[src/rtl/lhc_map.svh]
`ifndef LHC_MAP_SVH
`define LHC_MAP_SVH

// ------------------------------------------------------------
// register offsets
// ------------------------------------------------------------
`define LHC_OFS_SET        12'h050
`define LHC_OFS_CLR        12'h054
`define LHC_OFS_STAT       12'h058

// ------------------------------------------------------------
// field positions
// ------------------------------------------------------------
`define LHC_BIT_SWAP       30
`define LHC_BIT_OWN        23
`define LHC_BIT_ENH        22
`define LHC_BIT_LPS        19
`define LHC_BIT_POST       18
`define LHC_BIT_ATTACH     17
`define LHC_BIT_REINIT     16

// writable and readable bit masks
`define LHC_RW_MASK        32'h40CF_0000
`define LHC_RD_MASK        32'h40CF_0000

// ------------------------------------------------------------
// reset values and timing
// ------------------------------------------------------------
`define LHC_RST_SWAP       1'b0
`define LHC_RST_POST       1'b0
`define LHC_REINIT_CYCLES  8'h10

`endif

[src/rtl/lhc_pkg.sv]
package lhc_pkg;

    typedef enum logic [1:0] {
        LHC_IDLE,
        LHC_REINIT,
        LHC_LOAD
    } lhc_state_t;

endpackage : lhc_pkg

[src/rtl/lhc_link_ctrl.sv]
`timescale 1ns/1ns
`default_nettype none
`include "lhc_map.svh"

// Overview of operation
// - control flags reachable at a set address and a separate clear address
// - reading either address returns the shared flag value
// - reserved bits 31, 29-24, 21-20, 15-0 always read zero
// - bit 30 selects byte swapping on DMA and outside physical accesses
// - ownership bit 23 only read and cleared by software, loaded from EEPROM
// - link power status zero blocks all link-to-PHY traffic
// - bit 18 enables write posting
// - bus attach cleared by hardware or software reset
// - detached node receives, processes and transmits no packets
// - self reinit resets state, flushes FIFOs, restores register resets except ownership bit 23
// - self reinit leaves bus-interface configuration untouched
// - self reinit bit reads one while in progress, then clears itself
module lhc_link_ctrl
    import lhc_pkg::*;
#(
    parameter logic [7:0] REINIT_CYCLES = `LHC_REINIT_CYCLES
) (
    // clock and reset
    input  wire logic        sys_clk,
    input  wire logic        rst,
    // apb slave
    input  wire logic        psel,
    input  wire logic        penable,
    input  wire logic        pwrite,
    input  wire logic [11:0] paddr,
    input  wire logic [31:0] pwdata,
    output logic      [31:0] prdata,
    output logic             pready,
    output logic             pslverr,
    // eeprom preload of ownership flag
    input  wire logic        eeprom_load_valid,
    input  wire logic        eeprom_own_value,
    // link-side controls
    output logic             dma_swap_select,
    output logic             enhancement_ownership_flag,
    output logic             enhanced_feature_use,
    output logic             link_power_status,
    output logic             write_posting_on,
    output logic             bus_attach,
    output logic             self_reinit,
    output logic             phy_comm_allow,
    output logic             pkt_rx_allow,
    output logic             pkt_tx_allow,
    output logic             fifo_flush,
    output logic             state_reset
);

    // ------------------------------------------------------------
    // apb decode
    // ------------------------------------------------------------
    wire logic        acc     = psel & penable;
    wire logic        hit_set = (paddr == `LHC_OFS_SET);
    wire logic        hit_clr = (paddr == `LHC_OFS_CLR);
    wire logic        hit_sta = (paddr == `LHC_OFS_STAT);
    wire logic        mapped  = hit_set | hit_clr | hit_sta;
    wire logic        wr_set  = acc & pwrite & hit_set;
    wire logic        wr_clr  = acc & pwrite & hit_clr;
    wire logic [31:0] set_m   = wr_set ? (pwdata & `LHC_RW_MASK) : 32'h0000_0000;
    wire logic [31:0] clr_m   = wr_clr ? pwdata : 32'h0000_0000;

    assign pready  = 1'b1;
    assign pslverr = acc & ~mapped;

    // ------------------------------------------------------------
    // flag registers
    // ------------------------------------------------------------
    logic       swap_r, own_r, enh_r, lps_r, post_r, attach_r;
    logic       swap_nxt, own_nxt, enh_nxt, lps_nxt, post_nxt, attach_nxt;
    logic [7:0] cnt_r, cnt_nxt;
    logic       eeprom_seen_r;
    lhc_state_t state_r, state_nxt;

    wire logic busy      = (state_r == LHC_REINIT);
    wire logic start_rst = set_m[`LHC_BIT_REINIT] & ~busy;

    // a write colliding with self reinit start loses: restore wins
    always_comb begin
        swap_nxt   = (swap_r   | set_m[`LHC_BIT_SWAP])   & ~clr_m[`LHC_BIT_SWAP];
        own_nxt    = own_r & ~clr_m[`LHC_BIT_OWN];
        enh_nxt    = (enh_r    | set_m[`LHC_BIT_ENH])    & ~clr_m[`LHC_BIT_ENH];
        lps_nxt    = (lps_r    | set_m[`LHC_BIT_LPS])    & ~clr_m[`LHC_BIT_LPS];
        post_nxt   = (post_r   | set_m[`LHC_BIT_POST])   & ~clr_m[`LHC_BIT_POST];
        attach_nxt = (attach_r | set_m[`LHC_BIT_ATTACH]) & ~clr_m[`LHC_BIT_ATTACH];
        if (eeprom_load_valid && !eeprom_seen_r) begin
            own_nxt = eeprom_own_value;
        end
        if (start_rst || busy) begin
            swap_nxt   = `LHC_RST_SWAP;
            enh_nxt    = 1'b0;
            lps_nxt    = 1'b0;
            post_nxt   = `LHC_RST_POST;
            attach_nxt = 1'b0;
        end
    end

    // ------------------------------------------------------------
    // self reinit sequencer
    // ------------------------------------------------------------
    always_comb begin
        state_nxt = state_r;
        cnt_nxt   = cnt_r;
        case (state_r)
            LHC_IDLE: begin
                if (start_rst) begin
                    state_nxt = LHC_REINIT;
                    cnt_nxt   = REINIT_CYCLES;
                end
            end
            LHC_REINIT: begin
                if (cnt_r <= 8'h01) begin
                    state_nxt = LHC_LOAD;
                    cnt_nxt   = 8'h00;
                end else begin
                    cnt_nxt = cnt_r - 8'h01;
                end
            end
            LHC_LOAD: begin
                state_nxt = LHC_IDLE;
            end
            default: begin
                state_nxt = LHC_IDLE;
                cnt_nxt   = 8'h00;
            end
        endcase
    end

    // ownership flag survives self reinit: only hard reset, clear-address writes and a first EEPROM load of zero clear it
    always_ff @(posedge sys_clk or posedge rst) begin
        if (rst) begin
            swap_r        <= 1'b0;
            own_r         <= 1'b0;
            enh_r         <= 1'b0;
            lps_r         <= 1'b0;
            post_r        <= 1'b0;
            attach_r      <= 1'b0;
            eeprom_seen_r <= 1'b0;
            cnt_r         <= 8'h00;
            state_r       <= LHC_IDLE;
        end else begin
            swap_r        <= swap_nxt;
            own_r         <= own_nxt;
            enh_r         <= enh_nxt;
            lps_r         <= lps_nxt;
            post_r        <= post_nxt;
            attach_r      <= attach_nxt;
            eeprom_seen_r <= eeprom_seen_r | eeprom_load_valid;
            cnt_r         <= cnt_nxt;
            state_r       <= state_nxt;
        end
    end

    // ------------------------------------------------------------
    // read path
    // ------------------------------------------------------------
    logic [31:0] flags;
    always_comb begin
        flags                  = 32'h0000_0000;
        flags[`LHC_BIT_SWAP]   = swap_r;
        flags[`LHC_BIT_OWN]    = own_r;
        flags[`LHC_BIT_ENH]    = enh_r;
        flags[`LHC_BIT_LPS]    = lps_r;
        flags[`LHC_BIT_POST]   = post_r;
        flags[`LHC_BIT_ATTACH] = attach_r;
        flags[`LHC_BIT_REINIT] = busy;
        flags                  = flags & `LHC_RD_MASK;
    end

    wire logic [31:0] rd_mux = (hit_set | hit_clr) ? flags :
                               hit_sta ? {30'h0000_0000, eeprom_seen_r, busy} : 32'h0000_0000;

    always_ff @(posedge sys_clk or posedge rst) begin
        if (rst) begin
            prdata <= 32'h0000_0000;
        end else if (psel && !penable && !pwrite) begin
            prdata <= rd_mux;
        end
    end

    // ------------------------------------------------------------
    // link-side controls
    // ------------------------------------------------------------
    // apb config is outside this reset domain, so reinit never touches it
    assign dma_swap_select            = swap_r;
    assign enhancement_ownership_flag = own_r;
    assign enhanced_feature_use       = enh_r;
    assign link_power_status          = lps_r;
    assign write_posting_on           = post_r;
    assign bus_attach                 = attach_r;
    assign self_reinit                = busy;
    assign phy_comm_allow             = lps_r & ~busy;
    assign pkt_rx_allow               = attach_r & lps_r & ~busy;
    assign pkt_tx_allow               = attach_r & lps_r & ~busy;
    assign fifo_flush                 = busy;
    assign state_reset                = busy;

endmodule : lhc_link_ctrl

`default_nettype wire

[config.mk]
export PLATFORM = sky130hd
export DESIGN_NAME = lhc_link_ctrl
export DESIGN_NICKNAME = d
export VERILOG_FILES = /design/src/rtl/lhc_pkg.sv /design/src/rtl/lhc_link_ctrl.sv
export VERILOG_INCLUDE_DIRS = /design/src /design/src/rtl
export SDC_FILE = /design/constraint.sdc
export NUM_CORES = 1
export LEC_CHECK = 0
export BUFFER_PORTS_ARGS = -buffer_cell sky130_fd_sc_hd__buf_2
export CAP_MARGIN = 20
export CORE_UTILIZATION = 40
export CTS_CLUSTER_SIZE = 28
export DETAILED_ROUTE_END_ITERATION = 10
export PLACE_DENSITY = 0.79
export SYNTH_ARGS = -nofsm -noshare
export SYNTH_HDL_FRONTEND = slang
export SYNTH_SLANG_ARGS = --single-unit
export TNS_END_PERCENT = 1
[constraint.sdc]
create_clock -name sys_clk -period 4 [get_ports sys_clk]
set_clock_uncertainty 0.2 [all_clocks]
set_input_delay 0.8 -clock sys_clk [delete_from_list [all_inputs] [get_ports sys_clk]]
set_output_delay 0.8 -clock sys_clk [all_outputs]
set_load 0.02 [all_outputs]
==> results of run 1 <==
## layout by cell type (no fill, tap or decap), types with 2 or more instances in the layout
master / count
sky130_fd_sc_hd__conb_1: 24
sky130_fd_sc_hd__nand2b_1: 3
sky130_fd_sc_hd__and3_1: 2
sky130_fd_sc_hd__or2_2: 2
sky130_fd_sc_hd__o311ai_0: 2
sky130_fd_sc_hd__o31ai_1: 2
sky130_fd_sc_hd__dfrtp_1: 26
sky130_fd_sc_hd__nor3_1: 11
sky130_fd_sc_hd__o22ai_1: 2
sky130_fd_sc_hd__nor2_1: 6
sky130_fd_sc_hd__nand3b_1: 2
sky130_fd_sc_hd__a21oi_1: 11
sky130_fd_sc_hd__nor3b_1: 2
sky130_fd_sc_hd__o21ai_0: 3
sky130_fd_sc_hd__a22o_1: 7
sky130_fd_sc_hd__or3_1: 2
sky130_fd_sc_hd__clkbuf_8: 3
sky130_fd_sc_hd__nand2_1: 18
sky130_fd_sc_hd__or4_4: 3
sky130_fd_sc_hd__inv_1: 10
sky130_fd_sc_hd__buf_2: 47
sky130_fd_sc_hd__ha_1: 2
## cells in the mapped netlist
| master | count |
|---|---|
| sky130_fd_sc_hd__dfrtp_1 | 26 |
| sky130_fd_sc_hd__a22o_1 | 7 |
| sky130_fd_sc_hd__and3_1 | 2 |
| sky130_fd_sc_hd__nor2_1 | 6 |
| sky130_fd_sc_hd__o311ai_0 | 2 |
| sky130_fd_sc_hd__a41oi_1 | 1 |
| sky130_fd_sc_hd__nor3_1 | 11 |
| sky130_fd_sc_hd__conb_1 | 2 |
| sky130_fd_sc_hd__a311oi_1 | 1 |
| sky130_fd_sc_hd__ha_1 | 2 |
| sky130_fd_sc_hd__nand3b_1 | 2 |
| sky130_fd_sc_hd__and4_1 | 1 |
| sky130_fd_sc_hd__clkbuf_1 | 3 |
| sky130_fd_sc_hd__a31o_2 | 1 |
| sky130_fd_sc_hd__o32ai_1 | 1 |
| sky130_fd_sc_hd__o2111ai_1 | 1 |
| sky130_fd_sc_hd__or4_4 | 3 |
| sky130_fd_sc_hd__o22ai_1 | 2 |
| sky130_fd_sc_hd__a32o_1 | 1 |
| sky130_fd_sc_hd__nor3b_1 | 2 |
| sky130_fd_sc_hd__o21a_1 | 1 |
| sky130_fd_sc_hd__a31oi_1 | 1 |
| sky130_fd_sc_hd__nand2b_1 | 3 |
| sky130_fd_sc_hd__a22oi_1 | 1 |
| sky130_fd_sc_hd__and2_1 | 1 |
| sky130_fd_sc_hd__a21oi_1 | 11 |
| sky130_fd_sc_hd__o31ai_1 | 2 |
| sky130_fd_sc_hd__inv_1 | 10 |
| sky130_fd_sc_hd__a211o_1 | 1 |
| sky130_fd_sc_hd__nand2_1 | 18 |
| sky130_fd_sc_hd__clkinv_1 | 1 |
| sky130_fd_sc_hd__or4b_1 | 1 |
| sky130_fd_sc_hd__buf_4 | 27 |
| sky130_fd_sc_hd__nor4_1 | 1 |
| sky130_fd_sc_hd__a31o_1 | 1 |
| sky130_fd_sc_hd__o21ai_0 | 3 |
| sky130_fd_sc_hd__nand4b_1 | 1 |
| sky130_fd_sc_hd__or2_2 | 2 |
| sky130_fd_sc_hd__buf_6 | 1 |
| sky130_fd_sc_hd__or3_1 | 2 |
## through the flow
stage / hold WS [ps] / setup slack [ps] / utilization [%] / std cells
after floorplan: 240 / 1060 / - / 188
after global placement: 257 / 972 / 45.8 / 252
after detailed placement: 262 / 959 / 45.8 / 252
after CTS: 283 / 957 / 47.7 / 256
after global routing: 308 / 829 / 47.7 / 256
final: 284 / 955 / 47.7 / 256
## report_power, final
group          internal (mW)  switching, mW
Sequential             0.263       0.000832
Combinational         0.0128         0.0382
Clock                  0.134         0.0834
Total                  0.410          0.122
## final cells by class
type | count | area, um^2
clock buffers | 3 | 41.3
clock inverters | 1 | 30.0
fillers | 364 | 1910
inverters | 11 | 41.3
multi-input cells | 120 | 689
flip-flops and latches | 26 | 651
well taps | 48 | 60.1
repair buffers | 47 | 235
## registers in the layout (all words and copies together) (netlist names)
name,count
enhancement_ownership_flag,1
link_power_status,1
write_posting_on,1
prdata,9
eeprom_seen_r,1
dma_swap_select,1
cnt_r,8
state_r,2
enhanced_feature_use,1
bus_attach,1
## layer usage
metal	share of wire, %	vias to the layer above	global-route usage (%)	routed length, um
met3	4.9	6	1.27	163
met4	1.6	0	5.68	53
met2	49	54	26.2	1620
met1	45	644	22.8	1480
li1	-	626	-	-
met5	0	-	0	0
## worst max-delay path, delay by kind of cell
family / cells / cell delay [ps]
AO/OA/AOI/OAI: 1 / 110
AND/OR/NAND/NOR: 2 / 860
buffers and inverters: 2 / 270
## path summary, 6_finish.rpt
path | start | end | slack, ps | depth (start not counted)
max | paddr[9] | pslverr | 950 | 5
min | eeprom_seen_r | eeprom_seen_r | 280 | 1
max reg2reg | state_r[0] | cnt_r[6] | 1890 | 4
min reg2reg | eeprom_seen_r | eeprom_seen_r | 280 | 1
max in group asynchronous | rst | enhancement_ownership_flag | 2470 | 2
min in group asynchronous | rst | cnt_r[4] | 540 | 2
## logic make-up after synthesis
| family | after synthesis | synth area share, % |
|---|---|---|
| AND/OR/NAND/NOR | 56 | 20.0 |
| buffers and inverters | 42 | 17.5 |
| AO/OA/AOI/OAI | 38 | 17.7 |
| flip-flops | 26 | 42.7 |
| adder cells (fa/ha/maj) | 2 | 1.64 |
| other | 2 | 0.493 |
==> impl_metrics.ini, run 1 <==
[grt]
grt_antenna_before_repair = 0
grt_max_degree = 27
wire_length_of_the_first_global_routing_pass_um = 5240
grt_remaining_overflow = 0
grt_pass1_vias = 1122
grt_use_total_pct = 16.3

[synth]
syn_inst = 166
synth.largest_area_cell = sky130_fd_sc_hd__dfrtp_1
ys.warnings.count = 0
ys_seq_area_share_pct = 42.7
synth-seq-cells = 26
syn_area_mm2 = 0.00152
synthesis.area_per_instance_um2 = 9.18
synth_top_cells_by_area = sky130_fd_sc_hd__dfrtp_1, sky130_fd_sc_hd__buf_4, sky130_fd_sc_hd__nand2_1, sky130_fd_sc_hd__a22o_1, sky130_fd_sc_hd__a21oi_1
synth.lib_cells_used.distinct = 40
synth_top_area_share_pct = 42.7

[clock_tree]
numClockSinks = 26
htreeDepth = 1
cts_repair_resize_count = 0
post_cts_hold_buffer_count = 0
postCtsSetupBuffers = 0
root_buffer = sky130_fd_sc_hd__clkbuf_8
cts-root-to-sink-buffers = 2
worst_skew_pair.late_latency_ps = 270
clock_tree_from_tritoncts = done
clkSlewWorstSetupHoldPaths_ps = 90
numCtsBuffers = 3

[route]
wire_per_inst_um = 12.9
route.vias.total = 1330
post_drt_via_cell_ratio = 5.20
remaining_drc_errors = 0
route.antenna.remaining_nets = 0
drt_iter0_drc = 84
drt_pass1_iterations = 4
route.final.wire_length_um = 3310

[job]
drv_cap = 0

[floorplanning]
ios = 97
start_util_pct = 41.6
floorplan.die_area_mm2 = 0.00406
core_area_mm2 = 0.00366
die_y_um = 63.7
die_span_in_x_um = 63.7
rows = 22

[pwr]
cellPowerDensity_mw_per_mm2 = 305
worst_ir_drop_vdd_uv = 134
leakage_nw = 0.910
power.total_mw = 0.533

[sta]
worstMarginPinSlew_ps = 972
hold_violations = 0
fin_tns_setup_ps = 0
final-max-slew-violation-count = 0
period_minus_slack_ps = 3050
relSlewSlack_pct = 35.1
setup_viol = 0
min_period_over_period_pct = 76.1
grt_setup_unrepaired = false
fmax_ghz = 0.328

[layout]
antenna_cells = 0
post_route_cells_drive_above_1_share_pct = 27.4
nNetsFinal = 262
design_area_mm2 = 0.00175
syn_to_final_growth_pct = 14.7

[min_path]
hold_path_class = flop to flop

[critical_path]
setup.worst_path.class = primary input to output pin
path_cells = buf_2 > or4_4 > nor3_1 > a21oi_1 > buf_2
path_max_fanout = 3
setup.worst_path.start_class = primary input
critical_path.most_common_cell = sky130_fd_sc_hd__buf_2
crit_path_top_delay_cell = sky130_fd_sc_hd__or4_4
cp-end-kind = output pin
critical_path_arrival_ps = 2050
worst_ep_required_time_ps = 3000
critical_path.max_stage_delay_ps = 530

[status]
run_status = completed

[placed_design]
hpwl_um = 2380
dpl-instance-area_mm2 = 0.00168
gp_congestion = 0.846
port_buffers = 47
Note: power is estimated with default switching activity, not from simulation.
==> inputs of run 2 (changes only) <==
--- a/config.mk
+++ b/config.mk
@@ -8,7 +8,7 @@
 export LEC_CHECK = 0
 export BUFFER_PORTS_ARGS = -buffer_cell sky130_fd_sc_hd__buf_2
 export CAP_MARGIN = 20
-export CORE_UTILIZATION = 40
+export CORE_UTILIZATION = 38
 export CTS_CLUSTER_SIZE = 28
 export DETAILED_ROUTE_END_ITERATION = 10
 export PLACE_DENSITY = 0.79
==> constraint.sdc (replaced) <==
create_clock -name sys_clk -period 2.5 [get_ports sys_clk]
set_clock_uncertainty 0.2 [all_clocks]
set_input_delay 0.5 -clock sys_clk [delete_from_list [all_inputs] [get_ports sys_clk]]
set_output_delay 0.5 -clock sys_clk [all_outputs]
set_load 0.02 [all_outputs]
==> impl_metrics.ini, run 2 (same netlist as run 1, synthesis figures left out) <==
[sta]
fmax_ghz = 0.418
setup_viol = 0
hold_violations = 0
grt_setup_unrepaired = false
period_minus_slack_ps = 2400
fin_ws_ps = 105
min_period_over_period_pct = 95.8
final-max-slew-violation-count = 0

[critical_path]
worstRegToRegCells = 6
rr_endpoint = cnt_r[2]
critical_path.max_stage_delay_ps = 520
setup.worst_path.start_class = primary input
critical_path.most_common_cell = sky130_fd_sc_hd__buf_2
setup.worst_path.class = primary input to output pin
ff2ff_setup_slack_ps = 590
path_max_fanout = 2
cpLargestDelayFamily = simple AND/OR/NAND/NOR gates
critical_path_arrival_ps = 1700
path_cells = buf_2 > or4_4 > buf_4 > nor3_2 > a21oi_1 > buf_2
crit_path_top_delay_cell = sky130_fd_sc_hd__or4_4
cp-end-kind = output pin
startpoint_of_the_worst_register_to_register_path = cnt_r[0]
worst_ep_required_time_ps = 1800
crit_start = paddr[9]
cp_bufs_invs = 3

[floorplanning]
floorplan.die_area_mm2 = 0.00427
core_area_mm2 = 0.00374
die_y_um = 65.3
rows = 22
die_span_in_x_um = 65.3
ios = 97
start_util_pct = 40.7

[placed_design]
dpl-instance-area_mm2 = 0.00177
gp_congestion = 1.00
port_buffers = 47
post-place-ws_ps = -145
hpwl_um = 2580
count_of_placed_standard_cells_including_taps = 265

[clock_tree]
root_buffer = sky130_fd_sc_hd__clkbuf_8
worst_skew_pair.late_latency_ps = 270
cts-root-to-sink-buffers = 2
clkSlewWorstSetupHoldPaths_ps = 90
numCtsBuffers = 3
postCtsSetupBuffers = 0
htreeDepth = 1
clock_tree_from_tritoncts = done
numClockSinks = 26

[min_path]
hold_path_class = primary input to asynchronous set/reset pin

[grt]
grt_max_degree = 27
grt_antenna_before_repair = 0
grt_use_total_pct = 16.4
grt_pass1_vias = 1173
wire_length_of_the_first_global_routing_pass_um = 5460
grt_remaining_overflow = 0

[route]
post_drt_via_cell_ratio = 5.09
remaining_drc_errors = 0
route.final.wire_length_um = 3320
wire_per_inst_um = 12.3
route.vias.total = 1368
drt_pass1_iterations = 4
drt_iter0_drc = 62
route.antenna.remaining_nets = 0

[layout]
largest_register_ffs = 9
regMostFlops = prdata
layout_commonest_cell = sky130_fd_sc_hd__buf_2
antenna_cells = 0
post_route_cells_drive_above_1_share_pct = 32.1
biggestRegsByFlops = prdata: 9 flops, cnt_r: 8 flops, state_r: 2 flops
final-instance-count-excl-fill = 269
design_area_mm2 = 0.00185
nNetsFinal = 275
syn_to_final_growth_pct = 21.4
final_cell_mix = sky130_fd_sc_hd__buf_2, sky130_fd_sc_hd__dfrtp_1, sky130_fd_sc_hd__conb_1, sky130_fd_sc_hd__nand2_1, sky130_fd_sc_hd__buf_4

[status]
run_status = completed

[job]
drv_cap = 0

[pwr]
worst_ir_drop_vdd_uv = 205
leakage_nw = 0.970
cellPowerDensity_mw_per_mm2 = 464
[run 2: layout make-up]
class                   instances  area (um^2)
inverters                      11         41.3
well taps                      48         60.1
clock inverters                 1         30.0
clock buffers                   3         41.3
multi-input cells             120          694
repair buffers                 60          333
fillers                       355         1890
flip-flops and latches         26          651
[run 2: worst max-delay path by stage]
stage | cells after the start | to | slack [ps]
after floorplan | 5 | cnt_r[6] | -130
after CTS | 6 | pslverr | 20
after global routing | 6 | pslverr | 30
final | 6 | pslverr | 100
after detailed placement | 5 | cnt_r[6] | -140
after global placement | 5 | cnt_r[6] | -130
[run 2: worst register-to-register path, stage by stage, from the launching register on]
cell,delay [ps]
sky130_fd_sc_hd__dfrtp_1,430
sky130_fd_sc_hd__inv_1,60
sky130_fd_sc_hd__ha_1,260
sky130_fd_sc_hd__or2_2,340
sky130_fd_sc_hd__a31o_2,250
sky130_fd_sc_hd__nand3b_1,160
sky130_fd_sc_hd__o311ai_0,100
[run 2: what timing repair did]
action                     in CTS  in global routing
setup endpoints to repair       0                  1
hold buffers                    0                  0
gates resized for setup         0                  1
[run 2: metal layers]
metal	track usage, %	wire length (um)
met4	5.98	35
met2	26.3	1510
met3	1.91	247
met5	0	0
met1	22.6	1530
[run 2: metrics by stage]
| stage | hold slack [ps] | setup TNS, ps | util, % | power (mW) |
|---|---|---|---|---|
| after CTS | 74.7 | 0 | 49.3 | 0.863 |
| after detailed placement | 260 | -829 | 47.4 | 0.516 |
| after global placement | 254 | -489 | 47.4 | 0.515 |
| final | 61.2 | 0 | 49.4 | 0.859 |
| after floorplan | 240 | -240 | - | 0.514 |
| after global routing | 91.0 | 0 | 49.4 | 0.894 |
[run 2: report_power, final]
part,internal [mW],switching (mW),total (mW)
clock network,0.214,0.137,0.351
registers,0.422,0.000964,0.423
logic,0.0236,0.0619,0.0855
total,0.660,0.199,0.859
==> inputs of run 3 (changes only) <==
--- a/config.mk
+++ b/config.mk
@@ -12,6 +12,7 @@
 export CTS_CLUSTER_SIZE = 28
 export DETAILED_ROUTE_END_ITERATION = 10
 export PLACE_DENSITY = 0.79
+export RECOVER_POWER = 100
 export SYNTH_ARGS = -nofsm -noshare
 export SYNTH_HDL_FRONTEND = slang
 export SYNTH_SLANG_ARGS = --single-unit
==> impl_metrics.ini, run 3 (same netlist as run 1, synthesis figures left out) <==
[pwr]
switching_share_pct = 23.2
share_comb_of_total_power_pct = 9.7
p_seq_share_pct = 49.3
clock_power_share_pct = 40.9
cellPowerDensity_mw_per_mm2 = 475
switchingPower_mw = 0.199
worst_ir_drop_vdd_uv = 205
leakage_nw = 0.874
power.total_mw = 0.857
internal-power_mw = 0.658

[critical_path]
rr_endpoint = cnt_r[2]
startpoint_of_the_worst_register_to_register_path = cnt_r[0]
cp-end-kind = flop
setup.worst_path.start_class = primary input
path_max_fanout = 3
crit_start = paddr[9]
ff2ff_setup_slack_ps = 580
worstRegToRegCells = 6
crit_path_end = cnt_r[6]
setup.worst_path.class = primary input to flop
critical_path_arrival_ps = 2350
worst_ep_required_time_ps = 2470

[clock_tree]
cts_repair_resize_count = 0
clock_tree_from_tritoncts = done
numCtsBuffers = 3
post_cts_hold_buffer_count = 0
postCtsSetupBuffers = 0
worst_skew_pair.late_latency_ps = 270
cts-root-to-sink-buffers = 2
numClockSinks = 26
clkSlewWorstSetupHoldPaths_ps = 90
root_buffer = sky130_fd_sc_hd__clkbuf_8
htreeDepth = 1

[route]
post_drt_via_cell_ratio = 5.12
drt_iter0_drc = 57
route.antenna.remaining_nets = 0
route.vias.total = 1378
wire_per_inst_um = 12.3
route.final.wire_length_um = 3320
remaining_drc_errors = 0
drt_pass1_iterations = 4

[sta]
relSlewSlack_pct = 11.1
fmax_ghz = 0.420
worstMarginPinSlew_ps = 1330
grt_setup_unrepaired = false
final-max-slew-violation-count = 0
hold_violations = 0
min_period_over_period_pct = 95.2
fin_tns_setup_ps = 0
hold-worst-slack_ps = 234
setup_viol = 0
period_minus_slack_ps = 2380

[job]
drv_cap = 0

[min_path]
hold_path_class = primary input to flop
hp-start = eeprom_load_valid

[grt]
grt_use_total_pct = 16.4
grt_max_degree = 27
grt_antenna_before_repair = 0
wire_length_of_the_first_global_routing_pass_um = 5460
grt_pass1_vias = 1173
grt_remaining_overflow = 0

[floorplanning]
rows = 22
floorplan.die_area_mm2 = 0.00427
start_util_pct = 40.7
core_area_mm2 = 0.00374
ios = 97
die_span_in_x_um = 65.3
die_y_um = 65.3

[layout]
regMostFlops = prdata
biggestRegsByFlops = prdata: 9 flops, cnt_r: 8 flops, state_r: 2 flops
final_cell_mix = sky130_fd_sc_hd__dfrtp_1, sky130_fd_sc_hd__buf_2, sky130_fd_sc_hd__conb_1, sky130_fd_sc_hd__clkbuf_1, sky130_fd_sc_hd__nand2_1
fillCellCount = 372
largest_register_ffs = 9
antenna_cells = 0
post_route_cells_drive_above_1_share_pct = 21.3
nNetsFinal = 275
syn_to_final_growth_pct = 18.3

[status]
run_status = completed

[placed_design]
hpwl_um = 2580
port_buffers = 47
gp_congestion = 1.00
## run 3: area by class of cell
class / instances / area [um^2] / share of cell area, %
clock buffers: 3 / 41.3 / 2.29
clock inverters: 1 / 30.0 / 1.67
inverters: 11 / 41.3 / 2.29
multi-input cells: 120 / 691 / 38.3
flip-flops and latches: 26 / 651 / 36.1
well taps: 48 / 60.1 / 3.33
repair buffers: 60 / 289 / 16.0
## run 3: through the flow
| stage | std cells | setup slack (ps) | instance area, um^2 | util, % |
|---|---|---|---|---|
| floorplan | 188 | -134 | 1610 | - |
| CTS | 269 | 20.9 | 1850 | 49.3 |
| global placement | 265 | -128 | 1770 | 47.4 |
| detailed placement | 265 | -145 | 1770 | 47.4 |
| global route | 269 | 33.9 | 1800 | 48.2 |
| finish | 269 | 119 | 1800 | 48.2 |
## run 3: per-layer routing
layer	vias to the layer above	share of wire, %	track usage [%]
met3	2	7.2	1.91
met5	-	0	0
met2	74	45	26.3
li1	654	-	-
met1	648	46	22.6
met4	0	1.1	5.98
## run 3: power groups by stage
| stage | registers, mW | clock network [mW] | logic (mW) |
|---|---|---|---|
| floorplan | 0.433 | 0 | 0.0808 |
| global route | 0.423 | 0.376 | 0.0934 |
| finish | 0.423 | 0.351 | 0.0834 |
| detailed placement | 0.431 | 0 | 0.0853 |
| global placement | 0.431 | 0 | 0.0838 |
| CTS | 0.423 | 0.355 | 0.0854 |
## run 3: worst min path at each step
stage	endpoint	slack (ps)	depth (start not counted)
2_1_floorplan	eeprom_seen_r	240	1
3_3_place_gp	eeprom_seen_r	250	1
3_5_place_dp	eeprom_seen_r	260	1
4_1_cts	prdata[19]	70	3
5_1_grt	eeprom_seen_r	230	2
6_report	eeprom_seen_r	230	2
## run 3: worst max-delay path, stage by stage
cell                     delay [ps]
sky130_fd_sc_hd__buf_2          100
sky130_fd_sc_hd__or4_4          520
sky130_fd_sc_hd__or4_4          530
sky130_fd_sc_hd__or4_1          470
sky130_fd_sc_hd__a32o_1         230
